--- src/instrument_bus_pkg.sv ---
// Purpose: Shared constants and types of the instrument bus host port.
// Assumes: Bus lines are seen in logical sense, high means asserted.
// Notes: Serial configuration is one packed word of named fields.
package instrument_bus_pkg;
  // ----------------
  // Bus addressing and command bytes.
  // ----------------
  localparam logic [4:0] DEF_BUS_ADDR = 5'h06; // Address loaded by reset.
  localparam logic [7:0] BASE_LISTEN = 8'h20; // Listen address group.
  localparam logic [7:0] BASE_TALK = 8'h40; // Talk address group.
  localparam logic [7:0] CMD_UNLISTEN = 8'h3F; // Unlisten.
  localparam logic [7:0] CMD_UNTALK = 8'h5F; // Untalk.
  localparam logic [7:0] CMD_SEL_CLEAR = 8'h04; // Selected device clear.
  localparam logic [7:0] CMD_PP_CONFIG = 8'h05; // Parallel poll configure.
  localparam logic [7:0] CMD_TRIGGER = 8'h08; // Group execute trigger.
  localparam logic [7:0] CMD_DEV_CLEAR = 8'h14; // Universal device clear.
  localparam logic [7:0] CMD_POLL_ON = 8'h18; // Serial poll enable.
  localparam logic [7:0] CMD_POLL_OFF = 8'h19; // Serial poll disable.
  localparam int RQS_BIT = 6; // Request service bit in status byte.
  // ----------------
  // Serial special characters.
  // ----------------
  localparam logic [7:0] CH_BS = 8'h08; // Backspace.
  localparam logic [7:0] CH_LF = 8'h0A; // Line feed.
  localparam logic [7:0] CH_CR = 8'h0D; // Carriage return.
  localparam logic [7:0] CH_XON = 8'h11; // Transmit on.
  localparam logic [7:0] CH_XOFF = 8'h13; // Transmit off.
  localparam logic [7:0] CH_CAN = 8'h18; // Cancel.
  localparam logic [7:0] CH_ESC = 8'h1B; // Escape.
  localparam logic [7:0] CH_PRINT = 8'h20; // First printable code.
  // ----------------
  // Serial configuration word layout.
  // ----------------
  localparam int CFG_BITS_LSB = 0; // Data bits, four bits wide.
  localparam int CFG_STOP_LSB = 4; // Stop bits, two bits wide.
  localparam int CFG_PAR_LSB = 6; // Parity, two bits, zero is none.
  localparam int CFG_PROMPT = 8; // Prompt enable.
  localparam int CFG_FLOW = 9; // Flow control enable.
  localparam logic [9:0] CFG_RESET = 10'h218; // Eight, one, none, flow on.
  // ----------------
  // State types.
  // ----------------
  typedef enum logic [1:0] {acc_ready, acc_take, acc_wait} acc_state_type;
  typedef enum logic [1:0] {src_idle, src_wait_rfd, src_wait_dac} src_state_type;
  typedef enum logic [1:0] {tx_idle, tx_cr, tx_lf} tx_state_type;
endpackage : instrument_bus_pkg

--- src/instrument_bus_host_port.sv ---
// Purpose: Bus talker and listener port plus serial line front end.
// Assumes: Inputs synchronous to sys_clk; bus lines in logical sense.
// Notes: Received listener bytes pass a small FIFO toward the parser.
`timescale 1ns/1ps

// ----------------
// Small FIFO with valid and ready on both sides.
// ----------------
module byte_fifo #(
  parameter int WIDTH = 9,
  parameter int DEPTH = 4
) (
  // Clock and reset.
  input wire logic sys_clk,
  input wire logic resetn,
  // Fill side.
  input wire logic in_valid,
  input wire logic [WIDTH-1:0] in_data,
  output logic in_ready,
  // Drain side.
  output logic out_valid,
  output logic [WIDTH-1:0] out_data,
  input wire logic out_ready
);
  localparam int AW = $clog2(DEPTH);
  generate
    if (DEPTH < 2 || (1 << AW) != DEPTH) begin : g_bad
      $error("Bad FIFO depth.");
    end
  endgenerate
  logic [WIDTH-1:0] mem [DEPTH]; // Storage words.
  logic [AW-1:0] wr_reg; // Write pointer.
  logic [AW-1:0] rd_reg; // Read pointer.
  logic [AW:0] cnt_reg; // Words held.
  logic push;
  logic pop;
  assign in_ready = cnt_reg != (AW+1)'(DEPTH);
  assign out_valid = cnt_reg != '0;
  assign out_data = mem[rd_reg];
  assign push = in_valid && in_ready;
  assign pop = out_valid && out_ready;
  // Pointers move on every accepted word; the count holds when a push and a pop coincide.
  always_ff @(posedge sys_clk) begin
    if (!resetn) begin
      wr_reg <= '0;
      rd_reg <= '0;
      cnt_reg <= '0;
    end else begin
      if (push) begin
        mem[wr_reg] <= in_data;
        wr_reg <= wr_reg + 1'b1;
      end
      if (pop) begin
        rd_reg <= rd_reg + 1'b1;
      end
      cnt_reg <= cnt_reg + (AW+1)'(push) - (AW+1)'(pop);
    end
  end
endmodule : byte_fifo

// ----------------
// Top level.
// ----------------
module instrument_bus_host_port
  import instrument_bus_pkg::*;
#(
  parameter int LINE_DEPTH = 128
) (
  // Clock and reset.
  input wire logic sys_clk,
  input wire logic resetn,
  // Bus data lines.
  input wire logic [7:0] dio_in,
  output logic [7:0] dio_out,
  output logic dio_oe,
  // Bus handshake and management lines.
  input wire logic dav_in,
  output logic dav_out,
  output logic dav_oe,
  input wire logic nrfd_in,
  output logic nrfd_out,
  output logic nrfd_oe,
  input wire logic ndac_in,
  output logic ndac_out,
  output logic ndac_oe,
  input wire logic eoi_in,
  output logic eoi_out,
  output logic eoi_oe,
  input wire logic atn_in,
  input wire logic ifc_in,
  output logic srq_out,
  output logic srq_oe,
  // Talker data source.
  input wire logic src_valid,
  input wire logic [7:0] src_data,
  input wire logic src_end,
  output logic src_done,
  // Listener data toward the parser.
  output logic lst_valid,
  output logic [8:0] lst_data,
  input wire logic lst_ready,
  // Service request and address control.
  input wire logic svc_request,
  input wire logic [7:0] status_byte,
  input wire logic [4:0] pwrup_addr,
  input wire logic addr_wr,
  input wire logic [4:0] addr_in,
  output logic [4:0] bus_addr,
  output logic talker,
  output logic listener,
  output logic remote,
  // Clear and trigger.
  input wire logic zero_output_clear_mode,
  input wire logic trg_cmd,
  output logic dev_clear,
  output logic clear_zeroes_output_setting,
  output logic clear_keeps_output_setting,
  output logic trigger,
  // Serial receive and transmit characters.
  input wire logic rx_valid,
  input wire logic [7:0] rx_data,
  output logic tx_valid,
  output logic [7:0] tx_data,
  input wire logic tx_ready,
  // Serial configuration and line hand-over.
  input wire logic cfg_wr,
  input wire logic [9:0] cfg_in,
  output logic [9:0] ser_cfg,
  output logic tx_enabled,
  output logic line_done,
  output logic [$clog2(LINE_DEPTH):0] line_len,
  input wire logic [$clog2(LINE_DEPTH)-1:0] line_rd_addr,
  output logic [7:0] line_rd_data
);
  localparam int LW = $clog2(LINE_DEPTH);
  generate
    if (LINE_DEPTH < 2) begin : g_bad
      $error("Bad line depth.");
    end
  endgenerate

  // ----------------
  // State record.
  // ----------------
  typedef struct packed {
    acc_state_type acc; // Acceptor state.
    src_state_type src; // Source state.
    tx_state_type tx; // Reply state.
    logic [7:0] dio; // Talker byte.
    logic dio_oe; // Data driven.
    logic dav; // Data valid.
    logic nrfd; // Not ready.
    logic ndac; // Not accepted.
    logic eoi; // End.
    logic srq; // Service request.
    logic src_done; // Byte sent.
    logic push; // FIFO push.
    logic [8:0] rx_byte; // Byte and end.
    logic talk; // Talker.
    logic listen; // Listener.
    logic poll; // Serial poll.
    logic remote; // Remote control.
    logic loaded; // Address loaded.
    logic [4:0] addr; // Bus address.
    logic clr; // Clear pulse.
    logic clr_zero; // Zeroing clear.
    logic clr_keep; // Keeping clear.
    logic trg; // Trigger pulse.
    logic [9:0] cfg; // Serial setup.
    logic tx_en; // Sending allowed.
    logic tx_valid; // Reply valid.
    logic [7:0] tx_data; // Reply byte.
    logic [LW:0] len; // Chars held.
    logic line_done; // Line handed.
    logic [LW:0] line_len; // Length handed.
  } state_type;

  state_type s_reg;
  state_type s_next;
  logic [7:0] line_mem [LINE_DEPTH]; // Serial input line buffer.
  logic [7:0] rd_data_reg; // Registered buffer read.
  logic fifo_ready; // Room in the listener FIFO.
  logic [7:0] cmd; // Byte on data lines.
  logic store; // Store received character.

  assign cmd = dio_in;
  // Printable characters are stored while there is room.
  assign store = rx_valid && rx_data >= CH_PRINT && s_reg.len != (LW+1)'(LINE_DEPTH);

  // ----------------
  // Listener byte FIFO.
  // ----------------
  byte_fifo #(.WIDTH(9), .DEPTH(4)) u_fifo (
    .sys_clk(sys_clk),
    .resetn(resetn),
    .in_valid(s_reg.push),
    .in_data(s_reg.rx_byte),
    .in_ready(fifo_ready),
    .out_valid(lst_valid),
    .out_data(lst_data),
    .out_ready(lst_ready)
  );

  // ----------------
  // Next state.
  // ----------------
  // Fills the whole next record from the current one and the inputs.
  always_comb begin
    s_next = s_reg;
    s_next.src_done = 1'b0;
    s_next.push = 1'b0;
    s_next.clr = 1'b0;
    s_next.clr_zero = 1'b0;
    s_next.clr_keep = 1'b0;
    s_next.trg = trg_cmd;
    s_next.line_done = 1'b0;
    s_next.srq = svc_request;
    // Address takes the power-up value once, then command writes.
    if (!s_reg.loaded) begin
      s_next.addr = pwrup_addr;
      s_next.loaded = 1'b1;
    end else if (addr_wr) begin
      s_next.addr = addr_in;
    end
    if (cfg_wr) begin
      s_next.cfg = cfg_in;
    end
    // Acceptor handshake; a full FIFO holds off data bytes.
    unique case (s_reg.acc)
      acc_ready: begin
        s_next.nrfd = !atn_in && s_reg.listen && !fifo_ready;
        s_next.ndac = 1'b1;
        if (dav_in && !s_reg.nrfd && (atn_in || s_reg.listen)) begin
          s_next.nrfd = 1'b1;
          s_next.ndac = 1'b0;
          s_next.acc = acc_take;
          if (!atn_in) begin
            s_next.rx_byte = {eoi_in, cmd};
            s_next.push = 1'b1;
            s_next.remote = 1'b1;
          end else if (cmd == BASE_LISTEN + {3'h0, s_reg.addr}) begin
            s_next.listen = 1'b1;
            s_next.talk = 1'b0;
          end else if (cmd == BASE_TALK + {3'h0, s_reg.addr}) begin
            s_next.talk = 1'b1;
            s_next.listen = 1'b0;
          end else if (cmd[7:5] == 3'h2) begin
            s_next.talk = 1'b0;
          end else if (cmd == CMD_UNLISTEN) begin
            s_next.listen = 1'b0;
          end else if (cmd == CMD_POLL_ON) begin
            s_next.poll = 1'b1;
          end else if (cmd == CMD_POLL_OFF) begin
            s_next.poll = 1'b0;
          end else if (cmd == CMD_DEV_CLEAR || (cmd == CMD_SEL_CLEAR && s_reg.listen)) begin
            s_next.clr = 1'b1;
            s_next.clr_zero = zero_output_clear_mode;
            s_next.clr_keep = !zero_output_clear_mode;
          end else if (cmd == CMD_TRIGGER && s_reg.listen) begin
            s_next.trg = 1'b1;
          end else if (cmd == CMD_PP_CONFIG) begin
            s_next.acc = acc_take;
          end
        end
      end
      acc_take: begin
        if (!dav_in) begin
          s_next.ndac = 1'b1;
          s_next.acc = acc_wait;
        end
      end
      acc_wait: begin
        s_next.nrfd = 1'b0;
        s_next.acc = acc_ready;
      end
    endcase
    // Source handshake for talker data and the polled status byte.
    unique case (s_reg.src)
      src_idle: begin
        s_next.dav = 1'b0;
        s_next.dio_oe = 1'b0;
        s_next.eoi = 1'b0;
        // The cycle of the done pulse is skipped so the source can step on.
        if (s_reg.talk && !atn_in && !s_reg.src_done && (s_reg.poll || src_valid)) begin
          s_next.dio_oe = 1'b1;
          s_next.dio = src_data;
          s_next.eoi = src_end;
          if (s_reg.poll) begin
            s_next.dio = status_byte;
            s_next.dio[RQS_BIT] = s_reg.srq;
            s_next.eoi = 1'b0;
          end
          s_next.src = src_wait_rfd;
        end
      end
      src_wait_rfd: begin
        if (!nrfd_in) begin
          s_next.dav = 1'b1;
          s_next.src = src_wait_dac;
        end
      end
      src_wait_dac: begin
        if (!ndac_in) begin
          s_next.dav = 1'b0;
          s_next.src_done = !s_reg.poll;
          s_next.src = src_idle;
        end
      end
    endcase
    if (atn_in && s_reg.src != src_idle) begin
      s_next.src = src_idle;
      s_next.dav = 1'b0;
      s_next.dio_oe = 1'b0;
    end
    if (ifc_in) begin
      s_next.talk = 1'b0;
      s_next.listen = 1'b0;
      s_next.poll = 1'b0;
    end
    // Serial receive handling of special characters.
    if (rx_valid) begin
      if (rx_data == CH_CR || rx_data == CH_LF) begin
        s_next.line_done = 1'b1;
        s_next.line_len = s_reg.len;
        s_next.len = '0;
        s_next.remote = 1'b1;
      end else if (rx_data == CH_ESC) begin
        s_next.len = '0;
        s_next.tx = tx_cr;
      end else if (rx_data == CH_BS && s_reg.len != '0) begin
        s_next.len = s_reg.len - 1'b1;
      end else if (rx_data == CH_CAN) begin
        s_next.len = '0;
        s_next.tx = tx_idle;
        s_next.tx_valid = 1'b0;
      end else if (rx_data == CH_XON && s_reg.cfg[CFG_FLOW]) begin
        s_next.tx_en = 1'b1;
      end else if (rx_data == CH_XOFF && s_reg.cfg[CFG_FLOW]) begin
        s_next.tx_en = 1'b0;
      end else if (store) begin
        s_next.len = s_reg.len + 1'b1;
      end
    end
    // Reply sequence of carriage return then line feed.
    if (!(rx_valid && rx_data == CH_CAN)) begin
      unique case (s_reg.tx)
        tx_idle: begin
          s_next.tx_valid = 1'b0;
        end
        tx_cr, tx_lf: begin
          s_next.tx_valid = s_reg.tx_en;
          s_next.tx_data = s_reg.tx == tx_cr ? CH_CR : CH_LF;
          if (s_reg.tx_valid && tx_ready) begin
            s_next.tx = s_reg.tx == tx_cr ? tx_lf : tx_idle;
            s_next.tx_data = CH_LF;
            s_next.tx_valid = s_reg.tx == tx_cr && s_reg.tx_en;
          end
        end
      endcase
    end
  end

  // ----------------
  // State registers.
  // ----------------
  // Registers the record; zero is the idle state of every machine.
  always_ff @(posedge sys_clk) begin
    if (!resetn) begin
      s_reg <= '0;
      s_reg.addr <= DEF_BUS_ADDR;
      s_reg.cfg <= CFG_RESET;
      s_reg.tx_en <= 1'b1;
      s_reg.ndac <= 1'b1;
    end else begin
      s_reg <= s_next;
    end
  end

  // Line buffer write in arrival order and registered read.
  always_ff @(posedge sys_clk) begin
    if (store) begin
      line_mem[s_reg.len[LW-1:0]] <= rx_data;
    end
    rd_data_reg <= line_mem[line_rd_addr];
  end

  // ----------------
  // Outputs.
  // ----------------
  assign dio_out = s_reg.dio;
  assign dio_oe = s_reg.dio_oe;
  assign dav_out = s_reg.dav;
  assign dav_oe = s_reg.dav;
  assign nrfd_out = s_reg.nrfd;
  assign nrfd_oe = s_reg.nrfd;
  assign ndac_out = s_reg.ndac;
  assign ndac_oe = s_reg.ndac;
  assign eoi_out = s_reg.eoi;
  assign eoi_oe = s_reg.eoi;
  assign srq_out = s_reg.srq;
  assign srq_oe = s_reg.srq;
  assign src_done = s_reg.src_done;
  assign bus_addr = s_reg.addr;
  assign talker = s_reg.talk;
  assign listener = s_reg.listen;
  assign remote = s_reg.remote;
  assign dev_clear = s_reg.clr;
  assign clear_zeroes_output_setting = s_reg.clr_zero;
  assign clear_keeps_output_setting = s_reg.clr_keep;
  assign trigger = s_reg.trg;
  assign tx_valid = s_reg.tx_valid;
  assign tx_data = s_reg.tx_data;
  assign ser_cfg = s_reg.cfg;
  assign tx_enabled = s_reg.tx_en;
  assign line_done = s_reg.line_done;
  assign line_len = s_reg.line_len;
  assign line_rd_data = rd_data_reg;
endmodule : instrument_bus_host_port

--- config.mk ---
export PLATFORM = sky130hd
export DESIGN_NAME = instrument_bus_host_port
export DESIGN_NICKNAME = d
export VERILOG_FILES = /design/src/instrument_bus_pkg.sv /design/src/instrument_bus_host_port.sv
export SDC_FILE = /design/constraint.sdc
export NUM_CORES = 1
export LEC_CHECK = 0
export BUFFER_PORTS_ARGS = -buffer_cell sky130_fd_sc_hd__buf_2
export CAP_MARGIN = 25
export CORE_ASPECT_RATIO = 2
export CORE_MARGIN = 1
export CORE_UTILIZATION = 25
export DETAILED_ROUTE_END_ITERATION = 12
export PLACE_DENSITY = 0.39
export SKIP_LAST_GASP = 1
export SYNTH_ARGS = -nofsm -noshare
export SYNTH_HDL_FRONTEND = slang
export SYNTH_HIERARCHICAL = 1
export SYNTH_SLANG_ARGS = --single-unit
export TNS_END_PERCENT = 1
--- constraint.sdc ---
create_clock -name sys_clk -period 2.2 [get_ports sys_clk]
set_input_delay 0.22 -clock sys_clk [delete_from_list [all_inputs] [get_ports sys_clk]]
set_output_delay 0.22 -clock sys_clk [all_outputs]
set_load 0.005 [all_outputs]
==> run metrics, run 1 <==
failing checks=DRC, setup timing; total CTS buffers=108; power density over the cells=between 800 and 900 nW/um^2; setup ws final=-177 ps; fin cells=5215; clock root buffer=clkbuf_16; ys flop type=edfxtp_1; CTS tree=yes; register area=roughly 34000 sq um; final instance area=around 55000 sq um; critical path startpoint category=register; DR vias=23.7k; ranking of synthesized cells by area=edfxtp_1, mux4_2, dfxtp_1; chip width=roughly 300 um; global-route wire length before repair=between 150000 and 200000 um; worst slew pin tran=approximately 1100 ps; Ys Warns=6; CP Class=register to register; Worst EP arrival=between 2000 and 3000 ps; CP required=~2500 ps; CP endpoint kind=register; GRT overflow=0; Worst Skew=between 40 and 50 ps; row cnt=~220; Yosys top cell area share=about 71%; syn avg cell area=around 19 sq um; RSZ-0062 raised after global routing=yes; Hold Path Class=primary input to register; gpl congestion=between 0.7 and 0.8; synthesis-to-layout area growth=23.1%; top post-synthesis cells by count=edfxtp_1, mux4_2, nor2_1; TritonRoute pass-1 iters=9; crit-path max FO=15; hold_ws=around 77 ps; wire per inst=26.2 um; Synth Register Bits=approximately 1.2k; netlist area before placement=44800 sq um; sequential-to-total area share from yosys stat=75.2%; drt first-iter violations=1598; GRT Util Overall=15.1%; leakage=between 15 and 20 nW; R2R Setup Slk=-180 ps; Post-Route WL=137000 um; most frequent cell after synthesis=edfxtp_1; share of cells above drive strength 1=about a third; initial antenna violation count=5; Largest register FFs=1024; total power=47.2 mW; final hold viol count=0; CTS H-Tree Depth=3; Worst-path clk slew=70 ps; FFs w/ async S/R, synth=0%; Core ar.=around 180000 sq um; clock tree buffer depth=3; Initial Util=about a quarter; dpl cell area=50600 sq um; Slew Limit Fails=0; Die Ht=about 600 um; Setup-failing EPs final=460; Port-buffer cells=150; footprint of the multi-input gates=10300 sq um; count of flip-flops with a built-in enable after synthesis=1060; # fillers=roughly 17k; status=complete, but fails checks; Fmax achieved=about 420 MHz; Cell variety after synth=77; maximum vdd drop=between 0.8 and 0.9 mV; I/O pins=between 150 and 200; worst setup slack after placement=-772 ps; largest net degree at the start of global routing=129; Yosys top cell by area=edfxtp_1; ANT nets after route=0; Finished Core Util=between 30% and 40%; Final Net Count=2898; Worst-Skew Late Latency=roughly 730 ps; Vias/cell=roughly 4.5; Cells after DPL=4938; DIE AREA=around 180000 sq um; vias in the first global route=between 20k and 30k; Post-Synthesis Cells=between 2k and 2.5k; max-cap viol count=0; Sum Neg Setup Slack=-41640 ps; DPL Wire Length=93700 um; Final Cycle Share=108%; Rel. slew slack=between 20% and 30%; min Tclk post-route=between 2000 and 2500 ps; DRC=10; clk sinks=~1.2k
[worst paths after layout]
kind	start	endpoint	depth (start not counted)
max	s_reg[12]$_SDFFE_PN0P_	line_mem[47][0]$_DFFE_PP_	6
min	rx_data[2]	line_mem[28][2]$_DFFE_PP_	2
max reg2reg	s_reg[12]$_SDFFE_PN0P_	line_mem[47][0]$_DFFE_PP_	6
min reg2reg	tx_data[3]$_SDFFE_PN0P_	tx_data[3]$_SDFFE_PN0P_	2
[worst max-delay path, cell delays in order (launching register included)]
cell and delay [ps]:
dfxtp_1 320, buf_4 300, nor2b_1 230, buf_4 160, nand2_1 90, buf_4 200
nor2_1 670
[timing repair]
item | CTS | global route
setup buffers | 0 | 1
resized for setup | 5 | 48
pin swaps | 0 | 1
hold buffers | 74 | 0
endpoints found under the setup margin | 787 | 859
endpoints found under the hold margin | 65 | 0
[cell families (layout without fill, tap and decap cells)]
logic type	count (synthesis)	after routing	share of synthesized area, %
AOI/OAI and AO/OA	235	235	3.47
xor gates and xnor gates	10	10	0.195
adders and majority gates	17	17	0.491
buffers and inverters	190	770	2.19
DFF	1154	1154	75.2
muxes	307	307	14.3
other	1	7	0.00837
and+or+nand+nor	395	395	4.18
[metal layers]
layer / GRT usage [%] / vias to the layer above / share of wire (%)
met5: 0 / - / 0.0095
met4: 6.48 / 2 / 4.2
met3: 1.99 / 169 / 3.7
met2: 29.5 / 591 / 57
met1: 15.8 / 12600 / 35
li1: - / 10400 / -
[area by class of cell]
cell class | instances | area share [%]
antenna | 3 | 0.0136
timing repair buffer | 550 | 8.26
sequential | 1154 | 61.1
multi-input combinational | 968 | 18.7
inverter | 22 | 0.150
clock inverter | 54 | 1.11
clock buffer | 144 | 5.43
tap | 2320 | 5.26
[placed cells by master, fill, tap and decap left out, drive strengths merged, types with 9 or more instances in the layout]
| cell type | count |
|---|---|
| mux4 | 265 |
| and3 | 11 |
| bufinv | 9 |
| a21oi | 23 |
| clkbuf | 145 |
| o22ai | 148 |
| o21ai | 16 |
| buf | 475 |
| ha | 16 |
| dfxtp | 94 |
| clkinv | 34 |
| or3 | 10 |
| nand3 | 18 |
| mux2i | 42 |
| a211oi | 15 |
| nor2 | 205 |
| nor3 | 10 |
| nor4 | 35 |
| nor2b | 10 |
| nand2 | 54 |
| dlygate4sd3 | 74 |
| inv | 28 |
| edfxtp | 1060 |
[where the power goes]
part           internal (mW)  switching (mW)  leakage, nW
Combinational           1.65            2.08         5.86
Clock                   10.7            8.60         1.76
Sequential              24.1           0.135         10.3
(Power assumes the default switching activity.)
==> inputs of run 2 (changes only) <==
- CORE_UTILIZATION: 25 -> 56
- PLACE_DENSITY: 0.39 -> 0.75
==> run 2 against run 1 <==
The run ends with setup timing left. Register-to-register slack better by 140 ps. Core utilization up 36 points. Die area down 55%. Sequential share of layout area up 2.7 points. Sequential cell count unchanged. Sequential power about the same. First-iteration DRC count up 50%. Clock power down 14%. Worst hold slack worse by 39 ps. Critical path depth up 2. Total power down 6.3%. Critical endpoint is now s_reg[11]$_SDFFE_PN0P_.
==> run metrics, run 2 (synthesized netlist as in run 1, its figures left out) <==
status=complete, but fails checks; failing checks=setup timing; RSZ-0062 raised after global routing=yes; final hold viol count=0; Port-buffer cells=150; crit-path max FO=6; share of cells above drive strength 1=between 30% and 40%; I/O pins=roughly 160; initial antenna violation count=4; worst slew pin tran=1070 ps; vias in the first global route=between 20k and 30k; DRC=0; drt first-iter violations=2401; Initial Util=a little under three fifths; clock tree buffer depth=3; CP required=2770 ps; chip width=a little over 200 um; final instance area=around 53000 sq um; Sum Neg Setup Slack=-98.8 ps; Worst-path clk slew=approximately 70 ps; largest net degree at the start of global routing=129; Worst EP arrival=2810 ps; CTS H-Tree Depth=3; leakage=17.8 nW; Core ar.=between 70000 and 80000 sq um; DIE AREA=between 80000 and 90000 sq um; most common cell after layout, fill and taps aside=edfxtp_1; CP Class=register to register; Final Net Count=between 2k and 3k; Post-Route WL=116000 um; fin cells=around 4k; CTS tree=yes; synthesis-to-layout area growth=17.9%; min Tclk post-route=2230 ps; wire per inst=29.5 um; Largest register FFs=between 1k and 1.5k; CP endpoint kind=register; clk sinks=approximately 1.2k; Vias/cell=~6.3; Hold Path Class=primary input to register; Cells after DPL=~3.7k; power density over the cells=838 nW/um^2; Worst-Skew Late Latency=between 600 and 700 ps; row cnt=between 100 and 150; setup ws final=-33.3 ps; Worst Skew=roughly 22 ps; Die Ht=a little over 400 um; dpl cell area=49200 sq um; R2R Setup Slk=-30 ps; Fmax achieved=448 MHz; Final Cycle Share=102%; maximum vdd drop=slightly above 0.7 mV; Slew Limit Fails=0; ANT nets after route=0; total CTS buffers=90; DPL Wire Length=~74000 um; Rel. slew slack=28.7%; DR vias=24.7k; Setup Buffers After CTS=0; leading cell types in the layout, fill and taps excluded=edfxtp_1, buf_4, mux4_2; clock root buffer=clkbuf_16; global-route wire length before repair=roughly 170000 um; TritonRoute pass-1 iters=7; GRT overflow=0; critical path startpoint category=register; GRT Util Overall=between 20% and 30%; Setup-failing EPs final=8; max-cap viol count=0; gpl congestion=about 0.94
==> run 2: power by group <==
group | leakage [nW] | switching (mW) | total [mW] | internal (mW)
Combinational | 6.01 | 1.91 | 3.45 | 1.54
Sequential | 10.3 | 0.156 | 24.2 | 24.1
Clock | 1.48 | 7.52 | 16.6 | 9.10
==> run 2: path summary, 6_finish.rpt <==
path,end,startpoint,cells past startpoint
setup / recovery,s_reg[11]$_SDFFE_PN0P_,s_reg[9]$_SDFFE_PN0P_,8
hold / removal,register,lst_ready,4
setup reg to reg,s_reg[11]$_SDFFE_PN0P_,s_reg[9]$_SDFFE_PN0P_,8
hold reg to reg,tx_data[3]$_SDFFE_PN0P_,tx_data[3]$_SDFFE_PN0P_,2
==> run 2: final cells by class <==
| cell class | count | area, sq um |
|---|---|---|
| fillers | 5036 | 26400 |
| inverters | 22 | 82.6 |
| multi-input cells | 968 | 10200 |
| clock inverters | 51 | 510 |
| clock buffers | 116 | 2480 |
| repair buffers | 575 | 4610 |
| flip-flops and latches | 1154 | 33700 |
| well taps | 1036 | 1300 |
| diodes | 3 | 7.51 |
==> run 2: what timing repair did <==
action | in CTS | in global routing
gates resized for setup | 2 | 2
endpoints found under the setup margin | 9 | 110
hold buffers | 68 | 0
hold endpoints to repair | 63 | 0
==> run 2: routing by layer <==
metal	GRT usage (%)	wire length, um	vias to the layer above
li1	-	-	10400
met1	31.0	35800	12700
met2	51.5	61200	1268
met3	4.66	8450	355
met4	22.6	10200	2
met5	0	9	-
==> run 2: metrics by stage <==
| stage | worst slack (ps) | utilization [%] | hold slack, ps | power (mW) |
|---|---|---|---|---|
| floorplan | 65.9 | - | 248 | 26.3 |
| global placement | -220 | 62.0 | 391 | 27.8 |
| detailed placement | -236 | 62.0 | 396 | 28.0 |
| CTS | -16.6 | 66.6 | 1.96 | 44.4 |
| global route | -128 | 66.7 | 49.3 | 45.4 |
| finish | -33.3 | 66.7 | 38.3 | 44.3 |
==> run 2: critical path, cell delays in order, from the launching register on <==
cell and delay (ps):
dfxtp_1 330, inv_1 80, ha_1 190, or4b_4 520, nor3_4 280, o22ai_4 150, a21oi_4 260, a21oi_1 70
a211oi_1 250
